==> src/lpsr_pkg.sv <==
package lpsr_pkg;
  // clock and timing figures
  localparam int CLK_MHZ = 200;
  localparam int RFC_NS = 210;
  localparam int RFCPB_NS = 90;
  localparam int REFI_NS = 3900;
  localparam int XSR_NS = 220;
  localparam int CKESR_NS = 15;
  localparam int MRW_NS = 50;
  // least times round up, the longest interval rounds down
  localparam int RFC_CYC = (RFC_NS * CLK_MHZ + 999) / 1000;
  localparam int RFCPB_CYC = (RFCPB_NS * CLK_MHZ + 999) / 1000;
  localparam int REFI_CYC = (REFI_NS * CLK_MHZ) / 1000;
  localparam int XSR_CYC = (XSR_NS * CLK_MHZ + 999) / 1000;
  localparam int CKESR_CYC = (CKESR_NS * CLK_MHZ + 999) / 1000;
  localparam int MRW_CYC = (MRW_NS * CLK_MHZ + 999) / 1000;
  localparam int CPDED_CYC = 2;
  localparam int EXIT_CLK_CYC = 2;
  localparam int SR_HOLD_CYC = (CKESR_CYC > EXIT_CLK_CYC) ? CKESR_CYC
                                                          : EXIT_CLK_CYC;
  // refresh credit bounds
  localparam logic signed [4:0] CREDIT_MAX = 5'sh08;
  localparam logic signed [4:0] CREDIT_MIN = -5'sh08;
  localparam logic [2:0] LAST_BANK = 3'h7;
  // command bits 3..0
  localparam logic [3:0] CA_NOP = 4'h7;
  localparam logic [3:0] CA_MRW = 4'h0;
  localparam logic [3:0] CA_REF_AB = 4'hc;
  localparam logic [3:0] CA_REF_PB = 4'h4;
  localparam logic [3:0] CA_SREF = 4'h4;
  localparam logic [2:0] CA_REF_LO = 3'h4;
  // mode register addresses and reset values
  localparam logic [7:0] MA_BANK_MASK = 8'h10;
  localparam logic [7:0] MA_SEG_MASK = 8'h11;
  localparam logic [7:0] MASK_RST = 8'h00;
  // controller register map
  localparam int AXI_AW = 8;
  localparam logic [7:0] REG_CTRL = 8'h00;
  localparam logic [7:0] REG_STATUS = 8'h04;
  localparam logic [7:0] REG_BMASK = 8'h08;
  localparam logic [7:0] REG_SMASK = 8'h0c;
  localparam logic [2:0] CTRL_RST = 3'h0;
  localparam logic [1:0] RESP_OKAY = 2'h0;
  localparam logic [1:0] RESP_SLVERR = 2'h2;
endpackage : lpsr_pkg

==> src/lpsr_if.sv <==
`timescale 1ns/1ps
`default_nettype none
// command, address and clock enable from controller to memory die
interface lpsr_if;
  logic cke;
  logic cs_n;
  logic [3:0] ca;
  logic [7:0] ma;
  logic [7:0] op;
  modport ctrl (output cke, output cs_n, output ca, output ma, output op);
  modport mem (input cke, input cs_n, input ca, input ma, input op);
endinterface : lpsr_if
`default_nettype wire

==> src/lpsr_ctrl.sv <==
`timescale 1ns/1ps
`default_nettype none
module lpsr_ctrl
  import lpsr_pkg::*;
(
  input wire logic aclk,
  input wire logic aresetn,
  input wire logic [AXI_AW-1:0] s_axi_awaddr,
  input wire logic s_axi_awvalid,
  output logic s_axi_awready,
  input wire logic [31:0] s_axi_wdata,
  input wire logic [3:0] s_axi_wstrb,
  input wire logic s_axi_wvalid,
  output logic s_axi_wready,
  output logic [1:0] s_axi_bresp,
  output logic s_axi_bvalid,
  input wire logic s_axi_bready,
  input wire logic [AXI_AW-1:0] s_axi_araddr,
  input wire logic s_axi_arvalid,
  output logic s_axi_arready,
  output logic [31:0] s_axi_rdata,
  output logic [1:0] s_axi_rresp,
  output logic s_axi_rvalid,
  input wire logic s_axi_rready,
  lpsr_if.ctrl mem
);
  typedef enum logic [2:0] {
    C_IDLE = 3'b000,
    C_PDED = 3'b001,
    C_SR = 3'b011,
    C_XSR = 3'b010,
    C_REF = 3'b100,
    C_MRW = 3'b101
  } lpsr_cstate_t;

  lpsr_cstate_t state_r;
  logic [11:0] timer_r;
  logic [11:0] refi_cnt_r;
  logic signed [4:0] owed_r;
  logic [2:0] pb_cnt_r;
  logic need_ref_r;
  logic [2:0] ctrl_r;
  logic [7:0] bmask_r;
  logic [7:0] smask_r;
  logic bmask_pend_r;
  logic smask_pend_r;
  logic aw_full_r;
  logic w_full_r;
  logic [7:0] aw_addr_r;
  logic [31:0] w_data_r;
  logic w_lane0_r;
  logic wr_fire;
  logic in_sr;
  logic refi_tick;
  logic use_pb;
  logic go_ref;
  logic go_mrw;
  logic go_sr;
  logic round_done;
  logic [31:0] rd_word;
  logic rd_hit;

  // write channel: address and data taken in either order
  always_ff @(posedge aclk) begin
    if (!aresetn) begin
      s_axi_awready <= 1'b1;
      s_axi_wready <= 1'b1;
      s_axi_bvalid <= 1'b0;
      s_axi_bresp <= RESP_OKAY;
      aw_full_r <= 1'b0;
      w_full_r <= 1'b0;
      aw_addr_r <= '0;
      w_data_r <= '0;
      w_lane0_r <= 1'b0;
    end else begin
      if (s_axi_awvalid && s_axi_awready) begin
        aw_addr_r <= s_axi_awaddr;
        aw_full_r <= 1'b1;
        s_axi_awready <= 1'b0;
      end
      if (s_axi_wvalid && s_axi_wready) begin
        w_data_r <= s_axi_wdata;
        w_lane0_r <= s_axi_wstrb[0];
        w_full_r <= 1'b1;
        s_axi_wready <= 1'b0;
      end
      if (wr_fire) begin
        aw_full_r <= 1'b0;
        w_full_r <= 1'b0;
        s_axi_bvalid <= 1'b1;
        s_axi_bresp <= (aw_addr_r == REG_CTRL || aw_addr_r == REG_STATUS ||
                        aw_addr_r == REG_BMASK || aw_addr_r == REG_SMASK)
                       ? RESP_OKAY : RESP_SLVERR;
      end
      if (s_axi_bvalid && s_axi_bready) begin
        s_axi_bvalid <= 1'b0;
        s_axi_awready <= 1'b1;
        s_axi_wready <= 1'b1;
      end
    end
  end

  assign wr_fire = aw_full_r && w_full_r && !s_axi_bvalid;

  // read data selection
  always_comb begin
    rd_hit = 1'b1;
    case (s_axi_araddr)
      REG_CTRL: rd_word = {29'h0, ctrl_r};
      REG_STATUS: rd_word = {19'h0, need_ref_r, pb_cnt_r, in_sr, state_r,
                             owed_r};
      REG_BMASK: rd_word = {24'h0, bmask_r};
      REG_SMASK: rd_word = {24'h0, smask_r};
      default: begin
        rd_word = 32'h0;
        rd_hit = 1'b0;
      end
    endcase
  end

  // read channel: one read at a time, answer the cycle after
  always_ff @(posedge aclk) begin
    if (!aresetn) begin
      s_axi_arready <= 1'b1;
      s_axi_rvalid <= 1'b0;
      s_axi_rdata <= '0;
      s_axi_rresp <= RESP_OKAY;
    end else if (s_axi_arvalid && s_axi_arready) begin
      s_axi_arready <= 1'b0;
      s_axi_rvalid <= 1'b1;
      s_axi_rdata <= rd_word;
      s_axi_rresp <= rd_hit ? RESP_OKAY : RESP_SLVERR;
    end else if (s_axi_rvalid && s_axi_rready) begin
      s_axi_rvalid <= 1'b0;
      s_axi_arready <= 1'b1;
    end
  end

  // control and mask registers; a new write beats a pending clear
  always_ff @(posedge aclk) begin
    if (!aresetn) begin
      ctrl_r <= CTRL_RST;
      bmask_r <= MASK_RST;
      smask_r <= MASK_RST;
      bmask_pend_r <= 1'b0;
      smask_pend_r <= 1'b0;
    end else begin
      if (go_mrw && bmask_pend_r) begin
        bmask_pend_r <= 1'b0;
      end else if (go_mrw) begin
        smask_pend_r <= 1'b0;
      end
      if (wr_fire && w_lane0_r) begin
        if (aw_addr_r == REG_CTRL) begin
          ctrl_r <= w_data_r[2:0];
        end
        if (aw_addr_r == REG_BMASK) begin
          bmask_r <= w_data_r[7:0];
          bmask_pend_r <= 1'b1;
        end
        if (aw_addr_r == REG_SMASK) begin
          smask_r <= w_data_r[7:0];
          smask_pend_r <= 1'b1;
        end
      end
    end
  end

  // scheduling decisions, taken only when idle
  assign in_sr = (state_r == C_PDED) || (state_r == C_SR) ||
                 (state_r == C_XSR);
  assign use_pb = ctrl_r[2];
  assign refi_tick = !in_sr && (refi_cnt_r == 12'(REFI_CYC - 1));
  always_comb begin
    go_ref = 1'b0;
    go_mrw = 1'b0;
    go_sr = 1'b0;
    if (state_r == C_IDLE) begin
      if (owed_r >= CREDIT_MAX) begin
        go_ref = 1'b1;
      end else if (bmask_pend_r || smask_pend_r) begin
        go_mrw = 1'b1;
      end else if (ctrl_r[0] && need_ref_r) begin
        go_ref = 1'b1;
      end else if (ctrl_r[0] && owed_r <= CREDIT_MAX) begin
        go_sr = 1'b1;
      end else if (ctrl_r[1] && owed_r > 5'sh00) begin
        go_ref = 1'b1;
      end
    end
  end
  assign round_done = go_ref && (!use_pb || pb_cnt_r == LAST_BANK);

  // average interval timer, stopped while asleep
  always_ff @(posedge aclk) begin
    if (!aresetn) begin
      refi_cnt_r <= '0;
    end else if (refi_tick) begin
      refi_cnt_r <= '0;
    end else if (!in_sr) begin
      refi_cnt_r <= refi_cnt_r + 12'h001;
    end
  end

  // signed credit: positive is owed, negative is pulled in
  always_ff @(posedge aclk) begin
    if (!aresetn) begin
      owed_r <= '0;
    end else if (refi_tick && !round_done) begin
      if (owed_r < CREDIT_MAX) begin
        owed_r <= owed_r + 5'sh01;
      end
    end else if (round_done && !refi_tick) begin
      if (owed_r > CREDIT_MIN) begin
        owed_r <= owed_r - 5'sh01;
      end
    end
  end

  // bank counter mirror and refresh-after-exit flag
  always_ff @(posedge aclk) begin
    if (!aresetn) begin
      pb_cnt_r <= '0;
      need_ref_r <= 1'b0;
    end else if (state_r == C_SR && timer_r == '0 && !ctrl_r[0]) begin
      pb_cnt_r <= '0;
      need_ref_r <= 1'b1;
    end else if (go_ref) begin
      pb_cnt_r <= use_pb ? pb_cnt_r + 3'h1 : 3'h0;
      if (round_done) begin
        need_ref_r <= 1'b0;
      end
    end
  end

  // command sequencer driving the memory pins
  always_ff @(posedge aclk) begin
    if (!aresetn) begin
      state_r <= C_IDLE;
      timer_r <= '0;
      mem.cke <= 1'b1;
      mem.cs_n <= 1'b1;
      mem.ca <= CA_NOP;
      mem.ma <= '0;
      mem.op <= '0;
    end else begin
      mem.cs_n <= 1'b1; // nop unless a command below
      mem.ca <= CA_NOP;
      case (state_r)
        C_IDLE: begin
          if (go_ref) begin
            mem.cs_n <= 1'b0;
            mem.ca <= use_pb ? CA_REF_PB : CA_REF_AB;
            timer_r <= use_pb ? 12'(RFCPB_CYC - 1) : 12'(RFC_CYC - 1);
            state_r <= C_REF;
          end else if (go_mrw) begin
            mem.cs_n <= 1'b0;
            mem.ca <= CA_MRW;
            mem.ma <= bmask_pend_r ? MA_BANK_MASK : MA_SEG_MASK;
            mem.op <= bmask_pend_r ? bmask_r : smask_r;
            timer_r <= 12'(MRW_CYC - 1);
            state_r <= C_MRW;
          end else if (go_sr) begin
            // enable was high last cycle since idle keeps it high
            mem.cke <= 1'b0;
            mem.cs_n <= 1'b0;
            mem.ca <= CA_SREF;
            timer_r <= 12'(CPDED_CYC - 1);
            state_r <= C_PDED;
          end
        end
        C_REF, C_MRW: begin
          if (timer_r != '0) begin
            timer_r <= timer_r - 12'h001;
          end else begin
            state_r <= C_IDLE;
          end
        end
        C_PDED: begin
          if (timer_r != '0) begin
            timer_r <= timer_r - 12'h001;
          end else begin
            timer_r <= 12'(SR_HOLD_CYC - 1);
            state_r <= C_SR;
          end
        end
        C_SR: begin
          if (timer_r != '0) begin
            timer_r <= timer_r - 12'h001;
          end else if (!ctrl_r[0]) begin
            mem.cke <= 1'b1;
            timer_r <= 12'(XSR_CYC - 1);
            state_r <= C_XSR;
          end else begin
            mem.cke <= 1'b0;
          end
        end
        C_XSR: begin
          if (timer_r != '0) begin
            timer_r <= timer_r - 12'h001;
          end else begin
            state_r <= C_IDLE;
          end
        end
        default: begin
          state_r <= C_IDLE;
          mem.cke <= 1'b1;
        end
      endcase
    end
  end
endmodule : lpsr_ctrl
`default_nettype wire

==> src/flat_wrapper.sv <==
// flat-port wrapper written by rule: the top's interface ports become plain ports
module lpsr_ctrl_flat import lpsr_pkg::*;
  (aclk, aresetn, s_axi_awaddr, s_axi_awvalid, s_axi_awready, s_axi_wdata, s_axi_wstrb, s_axi_wvalid, s_axi_wready, s_axi_bresp, s_axi_bvalid, s_axi_bready, s_axi_araddr, s_axi_arvalid, s_axi_arready, s_axi_rdata, s_axi_rresp, s_axi_rvalid, s_axi_rready, mem_cke, mem_cs_n, mem_ca, mem_ma, mem_op);
  lpsr_if mem_i ();
  input wire logic aclk;
  input wire logic aresetn;
  input wire logic [AXI_AW-1:0] s_axi_awaddr;
  input wire logic s_axi_awvalid;
  output logic s_axi_awready;
  input wire logic [31:0] s_axi_wdata;
  input wire logic [3:0] s_axi_wstrb;
  input wire logic s_axi_wvalid;
  output logic s_axi_wready;
  output logic [1:0] s_axi_bresp;
  output logic s_axi_bvalid;
  input wire logic s_axi_bready;
  input wire logic [AXI_AW-1:0] s_axi_araddr;
  input wire logic s_axi_arvalid;
  output logic s_axi_arready;
  output logic [31:0] s_axi_rdata;
  output logic [1:0] s_axi_rresp;
  output logic s_axi_rvalid;
  input wire logic s_axi_rready;
  output wire logic [$bits(mem_i.cke)-1:0] mem_cke;
  output wire logic [$bits(mem_i.cs_n)-1:0] mem_cs_n;
  output wire logic [$bits(mem_i.ca)-1:0] mem_ca;
  output wire logic [$bits(mem_i.ma)-1:0] mem_ma;
  output wire logic [$bits(mem_i.op)-1:0] mem_op;
  assign mem_cke = mem_i.cke;
  assign mem_cs_n = mem_i.cs_n;
  assign mem_ca = mem_i.ca;
  assign mem_ma = mem_i.ma;
  assign mem_op = mem_i.op;
  lpsr_ctrl u_core (.aclk(aclk), .aresetn(aresetn), .s_axi_awaddr(s_axi_awaddr), .s_axi_awvalid(s_axi_awvalid), .s_axi_awready(s_axi_awready), .s_axi_wdata(s_axi_wdata), .s_axi_wstrb(s_axi_wstrb), .s_axi_wvalid(s_axi_wvalid), .s_axi_wready(s_axi_wready), .s_axi_bresp(s_axi_bresp), .s_axi_bvalid(s_axi_bvalid), .s_axi_bready(s_axi_bready), .s_axi_araddr(s_axi_araddr), .s_axi_arvalid(s_axi_arvalid), .s_axi_arready(s_axi_arready), .s_axi_rdata(s_axi_rdata), .s_axi_rresp(s_axi_rresp), .s_axi_rvalid(s_axi_rvalid), .s_axi_rready(s_axi_rready), .mem(mem_i));
endmodule
==> config.mk <==
export PLATFORM = sky130hd
export DESIGN_NAME = lpsr_ctrl_flat
export DESIGN_NICKNAME = d
export VERILOG_FILES = /design/src/lpsr_pkg.sv /design/src/lpsr_if.sv /design/src/lpsr_ctrl.sv /design/src/flat_wrapper.sv
export SDC_FILE = /design/constraint.sdc
export NUM_CORES = 1
export LEC_CHECK = 0
export BUFFER_PORTS_ARGS = -buffer_cell sky130_fd_sc_hd__buf_2
export CAP_MARGIN = 15
export CORE_AREA = 3 3 108 110
export DETAILED_ROUTE_END_ITERATION = 10
export DIE_AREA = 0 0 111 113
export HOLD_SLACK_MARGIN = 0.06
export PLACE_DENSITY = 0.75
export SETUP_SLACK_MARGIN = 0.3
export SLEW_MARGIN = 15
export SYNTH_ARGS = -nofsm -noshare
export SYNTH_HDL_FRONTEND = slang
export SYNTH_SLANG_ARGS = --single-unit
==> constraint.sdc <==
create_clock -name aclk -period 3.1 [get_ports aclk]
set_input_delay 0.62 -clock aclk [delete_from_list [all_inputs] [get_ports aclk]]
set_output_delay 0.62 -clock aclk [all_outputs]
set_load 0.01 [all_outputs]
==> results of run 1 <==
[cell families (layout without fill, tap and decap cells)]
logic type / count (synthesis) / in the layout / synth area share, %
multiplexers: 28 / 28 / 6.175
other: 1 / 27 / 0.07201
adder cells (fa/ha/maj): 9 / 9 / 2.307
AND/OR/NAND/NOR: 242 / 242 / 21.31
AO/OA/AOI/OAI: 141 / 141 / 17.59
flip-flops: 110 / 110 / 42.29
buffers and inverters: 71 / 117 / 7.400
XOR/XNOR: 17 / 17 / 2.859
[power groups by stage]
| stage | clock network, W | logic, W | registers [W] |
|---|---|---|---|
| after global placement | 0 | 0.000897 | 0.00160 |
| after CTS | 0.000989 | 0.000933 | 0.00157 |
| final | 0.000980 | 0.000948 | 0.00157 |
| after detailed placement | 0 | 0.000931 | 0.00160 |
| after global routing | 0.00105 | 0.00105 | 0.00159 |
| after floorplan | 0 | 0.000734 | 0.00159 |
[cells in the mapped netlist, types with 2 or more instances]
cell        n
nand3b_1    7
nor3_1     10
a21oi_1    56
and2_1      4
mux2i_1    22
and3_1      4
a22oi_1    10
or4_1       3
o31ai_1     5
buf_2       2
o22ai_1     3
o21ai_0    19
clkbuf_1   25
o21a_1      3
mux4_2      3
a211oi_1   14
xor2_1      8
buf_1       2
a41oi_1     2
nand2_1    84
nand3_1    21
ha_1        8
o211ai_1    3
a31oi_1     2
nor2_1     81
xnor2_1     9
nor2b_1     4
nor3b_1     2
nor4_1      3
inv_1      11
mux2_2      3
buf_4      29
nand2b_1    3
a21o_1      4
nand4_1     6
dfxtp_1   110
a32oi_1     4
[stage by stage]
| stage | total power [W] | instance area (sq um) | cells |
|---|---|---|---|
| 2_1_floorplan | 0.002327 | 5325 | 645 |
| 3_3_place_gp | 0.002495 | 5635 | 810 |
| 3_5_place_dp | 0.002535 | 5635 | 810 |
| 4_1_cts | 0.003494 | 5889 | 829 |
| 5_1_grt | 0.003687 | 5916 | 831 |
| 6_report | 0.003501 | 5916 | 831 |
[per-layer routing]
layer / part of all wire (%) / vias up
met5: 0 / -
met1: 46 / 2091
met4: 1.6 / 0
met2: 46 / 147
li1: - / 2255
met3: 6.3 / 15
[final timing paths]
| path | from | endpoint | cells past startpoint |
|---|---|---|---|
| worst max-delay path | u_core.owed_r[0]$_SDFFE_PN0P_ | u_core.owed_r[3]$_SDFFE_PN0P_ | 12 |
| worst min-delay path | s_axi_wvalid | u_core.s_axi_wready$_SDFFE_PP1P_ | 2 |
| worst max register to register | u_core.owed_r[0]$_SDFFE_PN0P_ | u_core.owed_r[3]$_SDFFE_PN0P_ | 12 |
| worst min register to register | u_core.aw_addr_r[6]$_SDFFE_PN0P_ | u_core.aw_addr_r[6]$_SDFFE_PN0P_ | 2 |
[state kept, by name, indices dropped and copies added (netlist names), 2 cells and up]
signal and flops:
u_core.aw_addr_r 8, u_core.bmask_r 8, u_core.ctrl_r 3, u_core.mem.ca 3
u_core.mem.ma 2, u_core.mem.op 8, u_core.owed_r 5, u_core.pb_cnt_r 3
u_core.refi_cnt_r 12, u_core.s_axi_rdata 13, u_core.smask_r 8, u_core.state_r 3
u_core.timer_r 12, u_core.w_data_r 8
[timing repair]
item / in CTS / in global routing
endpoints found under the setup margin: 1 / 2
setup buffers: 3 / 2
endpoints found under the hold margin: 0 / 0
pin swaps: 4 / 8
gates resized for setup: 1 / 3
[cell usage in the layout, fill, tap and decap left out, types with 4 or more instances in the layout]
cell type,Yosys,final
dfxtp_1,110,109
nand2_1,84,83
nor2_1,81,81
buf_2,2,67
a21oi_1,56,55
conb_1,1,27
mux2i_1,22,22
nand3_1,21,21
buf_4,29,21
o21ai_0,19,18
a211oi_1,14,14
inv_1,11,11
a22oi_1,10,10
nor3_1,10,10
xnor2_1,9,9
clkbuf_8,0,9
xor2_1,8,8
ha_1,8,8
nand3b_1,7,7
nand4_1,6,6
a32oi_1,4,4
nor2b_1,4,4
and2_1,4,4
and3_1,4,4
a21o_1,4,4
o31ai_1,5,4
[cell type report]
cell class / instances / share of cell area, %
sequential: 110 / 37.29
clock buffer: 10 / 2.157
multi-input combinational: 464 / 46.43
tap: 140 / 2.961
inverter: 12 / 0.7614
timing repair buffer: 89 / 8.672
clock inverter: 6 / 1.734
==> run_results.csv, run 1 <==
group,metric,value,unit
worst_setup_path,path_max_fanout,3,
layout,nFillCells,960,
synth,yosys.area.top_type,"dfxtp_1",
floorplan,dieWidth,111,um
synth,yosysSeqAreaShare,42.29,%
power,combPwrFrac,27.1,%
synth,synthArstFlopShare,0,%
flow_run,drv_cap,0,
sta,setup-tns-final,0,ns
place,portBuffers,67,
sta,clock.fmax,356.1,MHz
power,pwr-share-seq,44.9,%
worst_setup_path,slowest_delay,0.50,ns
layout,area_growth,13.60,%
worst_setup_path,worstSetupPathType,"reg2reg",
synth,synth-edff-count,0,
synth,synth-seq-cells,110,
floorplan,core_area,10790,sq um
floorplan,die_area,12540,sq um
detailed_routing,vias_per_cell,5.425,
synth,synth_area,5207,sq um
layout,regArea,2206,sq um
grt,grt_max_degree,44,
detailed_routing,drtIter0Drc,273,
cts,htreeDepth,3,
cts,root_buffer,"clkbuf_8",
synth,yosysTopAreaCellShare,42.29,%
power,p_switching,0.001189,W
layout,drive_gt1_share,18.23,%
cts,clkTransAtPathRegs,0.11,ns
worst_setup_path,critPathCaptureType,"flop",
worst_setup_path,reg2reg_setup_slack,0.29,ns
power,ir_drop,0.0003398,V
sta,clock_skew,0.01474,ns
sta,relSlewSlack,47.01,%
place,routabilityCongestion,0.9095,
detailed_routing,via_count,4508,
power,p_leak,2.392,nW
sta,finalCritPeriodShare,90.60,%
sta,setup_viol,0,
power,p_clk_share,28.0,%
place,hpwlAfterDp,8.498,mm
sta,fin_crit,2.808,ns
grt,grt-busiest-layer,"met2",
worst_setup_path,crit_buf_inv,2,
synth,yosysWarnings,0,
run_status,status,"completed",
sta,hold_viol_final,0,
power,sw_frac_of_total,33.97,%
worst_setup_path,worst_path_max_delay_cell,"or4_1",
floorplan,rows,38,
power,p_per_area,591.8,nW/um^2
synth,syn_inst,619,
floorplan,pin_count,122,
grt,grt_pass1_wl,19.65,mm
detailed_routing,firstDrtPassIters,5,
grt,grtUsageTotal,18.73,%
sta,setup_slack,0.2915,ns
detailed_routing,drc,0,
place,dp_slack,0.1955,ns
synth,synth.area.top_cells,"dfxtp_1, nand2_1, nor2_1, a21oi_1, mux2i_1",
grt,antenna_found_initial,0,
detailed_routing,routed_wl,11.92,mm
synth,synth.distinct_cells,67,
floorplan,fp.dieH,113,um
sta,maxSlewViolCount,0,
synth,synthFlopType,"dfxtp_1",
grt,grt.overflow.total,0,
grt,grt.met3_usage,5.080,%
min_path,hold_class,"in2reg",
worst_setup_path,timing.critical_path.mode_cell,"buf_4",
grt,use_met1,24.48,%
worst_setup_path,crit_family,"compound AO/OA/AOI/OAI gates",
synth,syn_area_per_cell,8.413,sq um
worst_setup_path,crit_path_cell_trace,"or4_1 -> a221o_1 -> o2111ai_4 -> nand2_2 -> buf_4 -> buf_4 -> ha_1 -> a21o_1 -> a21oi_1 -> xnor2_1 -> nand3_1 -> o21ai_0",
worst_setup_path,crit_arrival,3.12,ns
sta,whs,0.4203,ns
detailed_routing,ant_nets,0,
cts,cts.path.max_buffers,2,
detailed_routing,wl_per_cell,14.34,um
sta,worst_slew_pin_slew,0.7937,ns
cts,cts.sinks,110,
cts,cts_hold_buf,0,
sta,rsz0062_at_grt,"true",
layout,finalCoreUtilization,54.81,%
cts,numCtsBuffers,9,
grt,use_met2,30.34,%
grt,grt_pass1_vias,4190,
floorplan,initial_core_util,48.25,%
worst_setup_path,startpoint_type,"flop",
layout,multi_input_area,2746,sq um
cts,tritoncts,"yes",
layout,final_nets,754,
cts,insertion_delay,0.38,ns
worst_setup_path,cp.required,3.41,ns
layout,diodes,0,
power,intPower,0.002312,W
Note: power is estimated with default switching activity, not from simulation.
==> run 2, diff against run 1 <==
--- a/config.mk
+++ b/config.mk
@@ -7,11 +7,11 @@
 export LEC_CHECK = 0
 export BUFFER_PORTS_ARGS = -buffer_cell sky130_fd_sc_hd__buf_2
 export CAP_MARGIN = 15
-export CORE_AREA = 3 3 108 110
+export CORE_AREA = 3 3 112 114
 export DETAILED_ROUTE_END_ITERATION = 10
-export DIE_AREA = 0 0 111 113
+export DIE_AREA = 0 0 115 117
 export HOLD_SLACK_MARGIN = 0.06
-export PLACE_DENSITY = 0.75
+export PLACE_DENSITY = 0.7
 export SETUP_SLACK_MARGIN = 0.3
 export SLEW_MARGIN = 15
 export SYNTH_ARGS = -nofsm -noshare
==> run 2 against run 1 <==
Total power increased by 4.2%; sequential power about the same; maximum frequency decreased by 0.97%; global-route usage decreased by 0.62 points; die area increased by 7.3%; critical path type unchanged; highest routed layer unchanged.
==> run_results.csv, run 2 (synthesis gave the netlist of run 1 again) <==
group,metric,value,unit
run_status,status,"completed",
power,p_clk_share,31.4,%
floorplan,pin_count,122,
layout,stdcell_area,5958,sq um
layout,final_cells,829,
worst_setup_path,crit_path_cell_trace,"or4_4 -> a221o_1 -> o2111ai_4 -> nand2_2 -> fa_2 -> a21o_1 -> a21oi_2 -> o21ai_2 -> o31ai_1 -> a211oi_1",
sta,clock_skew,0.009480,ns
layout,final_nets,749,
power,sw_frac_of_total,33.15,%
layout,area_growth,14.42,%
worst_setup_path,r2r-start,"u_core.owed_r[1]$_SDFFE_PN0P_",
sta,relSlewSlack,43.19,%
cts,cts_hold_buf,0,
power,combPwrFrac,25.1,%
floorplan,die_area,13460,sq um
cts,htreeDepth,3,
power,p_switching,0.001209,W
sta,clock.fmax,352.6,MHz
layout,largest_register_ffs,13,
worst_setup_path,startpoint_type,"flop",
place,placedCellCount,809,
sta,worst_slew_pin_slew,0.8504,ns
detailed_routing,wl_per_cell,14.71,um
cts,insertion_delay,0.35,ns
sta,rsz0062_at_grt,"true",
detailed_routing,via_count,4544,
power,intPower,0.002438,W
grt,grtUsageTotal,18.11,%
min_path,holdCritStartpoint,"u_core.aw_addr_r[5]$_SDFFE_PN0P_",
min_path,hold_class,"reg2reg",
place,place_area,5609,sq um
detailed_routing,routed_wl,12.20,mm
worst_setup_path,worst_path_max_delay_cell,"or4_4",
worst_setup_path,ff2ff_path_depth,10,
sta,fin_crit,2.836,ns
sta,hold_viol_final,0,
sta,setup_viol,0,
layout,diodes,0,
cts,tritoncts,"yes",
layout,drive_gt1_share,18.08,%
grt,grt.overflow.total,0,
detailed_routing,drtIter0Drc,278,
worst_setup_path,slowest_delay,0.50,ns
place,portBuffers,67,
grt,antenna_found_initial,0,
floorplan,dieWidth,115,um
cts,numCtsBuffers,9,
place,hpwlAfterDp,8.685,mm
layout,top_register,"u_core.s_axi_rdata",
sta,finalCritPeriodShare,91.48,%
grt,grt_max_degree,48,
worst_setup_path,worstSetupPathType,"reg2reg",
floorplan,rows,39,
detailed_routing,ant_nets,0,
power,p_leak,2.400,nW
power,pwr-share-seq,43.5,%
detailed_routing,firstDrtPassIters,4,
layout,nFillCells,1072,
floorplan,fp.dieH,117,um
worst_setup_path,crit_start,"u_core.owed_r[1]$_SDFFE_PN0P_",
sta,setup-tns-final,0,ns
flow_run,drv_cap,0,
cts,cts.path.max_buffers,2,
power,ir_drop,0.0002567,V
detailed_routing,drc,0,
cts,cts.sinks,110,
layout,final_common_cell,"dfxtp_1",
layout,finalCoreUtilization,51.74,%
min_path,holdPathStages,2,
grt,grt_pass1_wl,20.00,mm
cts,root_buffer,"clkbuf_16",
worst_setup_path,cp.required,3.32,ns
cts,clkTransAtPathRegs,0.08,ns
place,routabilityCongestion,0.8383,
power,p_per_area,612.0,nW/um^2
grt,grt_pass1_vias,4237,
layout,layout_common_cells,"dfxtp_1, nand2_1, nor2_1, buf_2, a21oi_1",
worst_setup_path,critPathCaptureType,"flop",
floorplan,core_area,11520,sq um
worst_setup_path,crit_arrival,3.06,ns
sta,maxSlewViolCount,0,
worst_setup_path,path_max_fanout,3,
detailed_routing,vias_per_cell,5.481,
floorplan,initial_core_util,45.22,%
layout,top_regs,"u_core.s_axi_rdata x13, u_core.refi_cnt_r x12, u_core.timer_r x12",
==> run 2: per-layer routing <==
layer	up-vias	routed length, um	track usage (%)
met1	2145	5482	24.14
met3	16	631	3.702
li1	2247	-	-
met2	136	5903	30.13
met5	-	0	0
met4	0	178	4.773
==> run 2: final cells by class <==
class	count	area (sq um)	area share (%)
repair buffers	84	475.5	7.980
multi-input cells	464	2748	46.12
well taps	143	178.9	3.003
clock inverters	5	51.30	0.8610
flip-flops and latches	110	2207	37.04
clock buffers	11	252.7	4.242
inverters	12	45.04	0.7560
==> run 2: worst paths after layout <==
check,endpoint,slack [ns]
max,u_core.owed_r[4]$_SDFFE_PN0P_,0.26
min,u_core.aw_addr_r[5]$_SDFFE_PN0P_,0.46
max reg2reg,u_core.owed_r[4]$_SDFFE_PN0P_,0.26
min reg2reg,u_core.aw_addr_r[5]$_SDFFE_PN0P_,0.46
==> run 2: power by group through the flow <==
stage | Combinational [W] | Sequential, W | Clock [W]
3_3_place_gp | 0.000873 | 0.00161 | 0
6_report | 0.000917 | 0.00159 | 0.00114
4_1_cts | 0.000908 | 0.00158 | 0.00117
2_1_floorplan | 0.000734 | 0.00159 | 0
3_5_place_dp | 0.000904 | 0.00162 | 0
5_1_grt | 0.00103 | 0.00160 | 0.00123
==> run 2: worst max-delay path: cells and delay by family (launching register included) <==
family | cells | cell delay [ns]
simple gates | 2 | 0.62
flops | 1 | 0.36
compound gates | 7 | 1.37
fa+ha+maj | 1 | 0.39
==> run 2: stage by stage <==
stage | worst slack, ns | hold WS (ns) | power (W)
finish | 0.2640 | 0.4593 | 0.003647
global placement | 0.3403 | 0.4407 | 0.002485
global route | 0.2112 | 0.4833 | 0.003856
detailed placement | 0.2202 | 0.4518 | 0.002523
floorplan | 0.3028 | 0.4308 | 0.002327
CTS | 0.3014 | 0.4627 | 0.003666
==> run 2: timing repair <==
item	4_1_cts	5_1_grt
buffers inserted	3	1
pin swaps	4	7
hold endpoints to repair	0	0
resized for setup	2	4
setup endpoints to repair	1	2
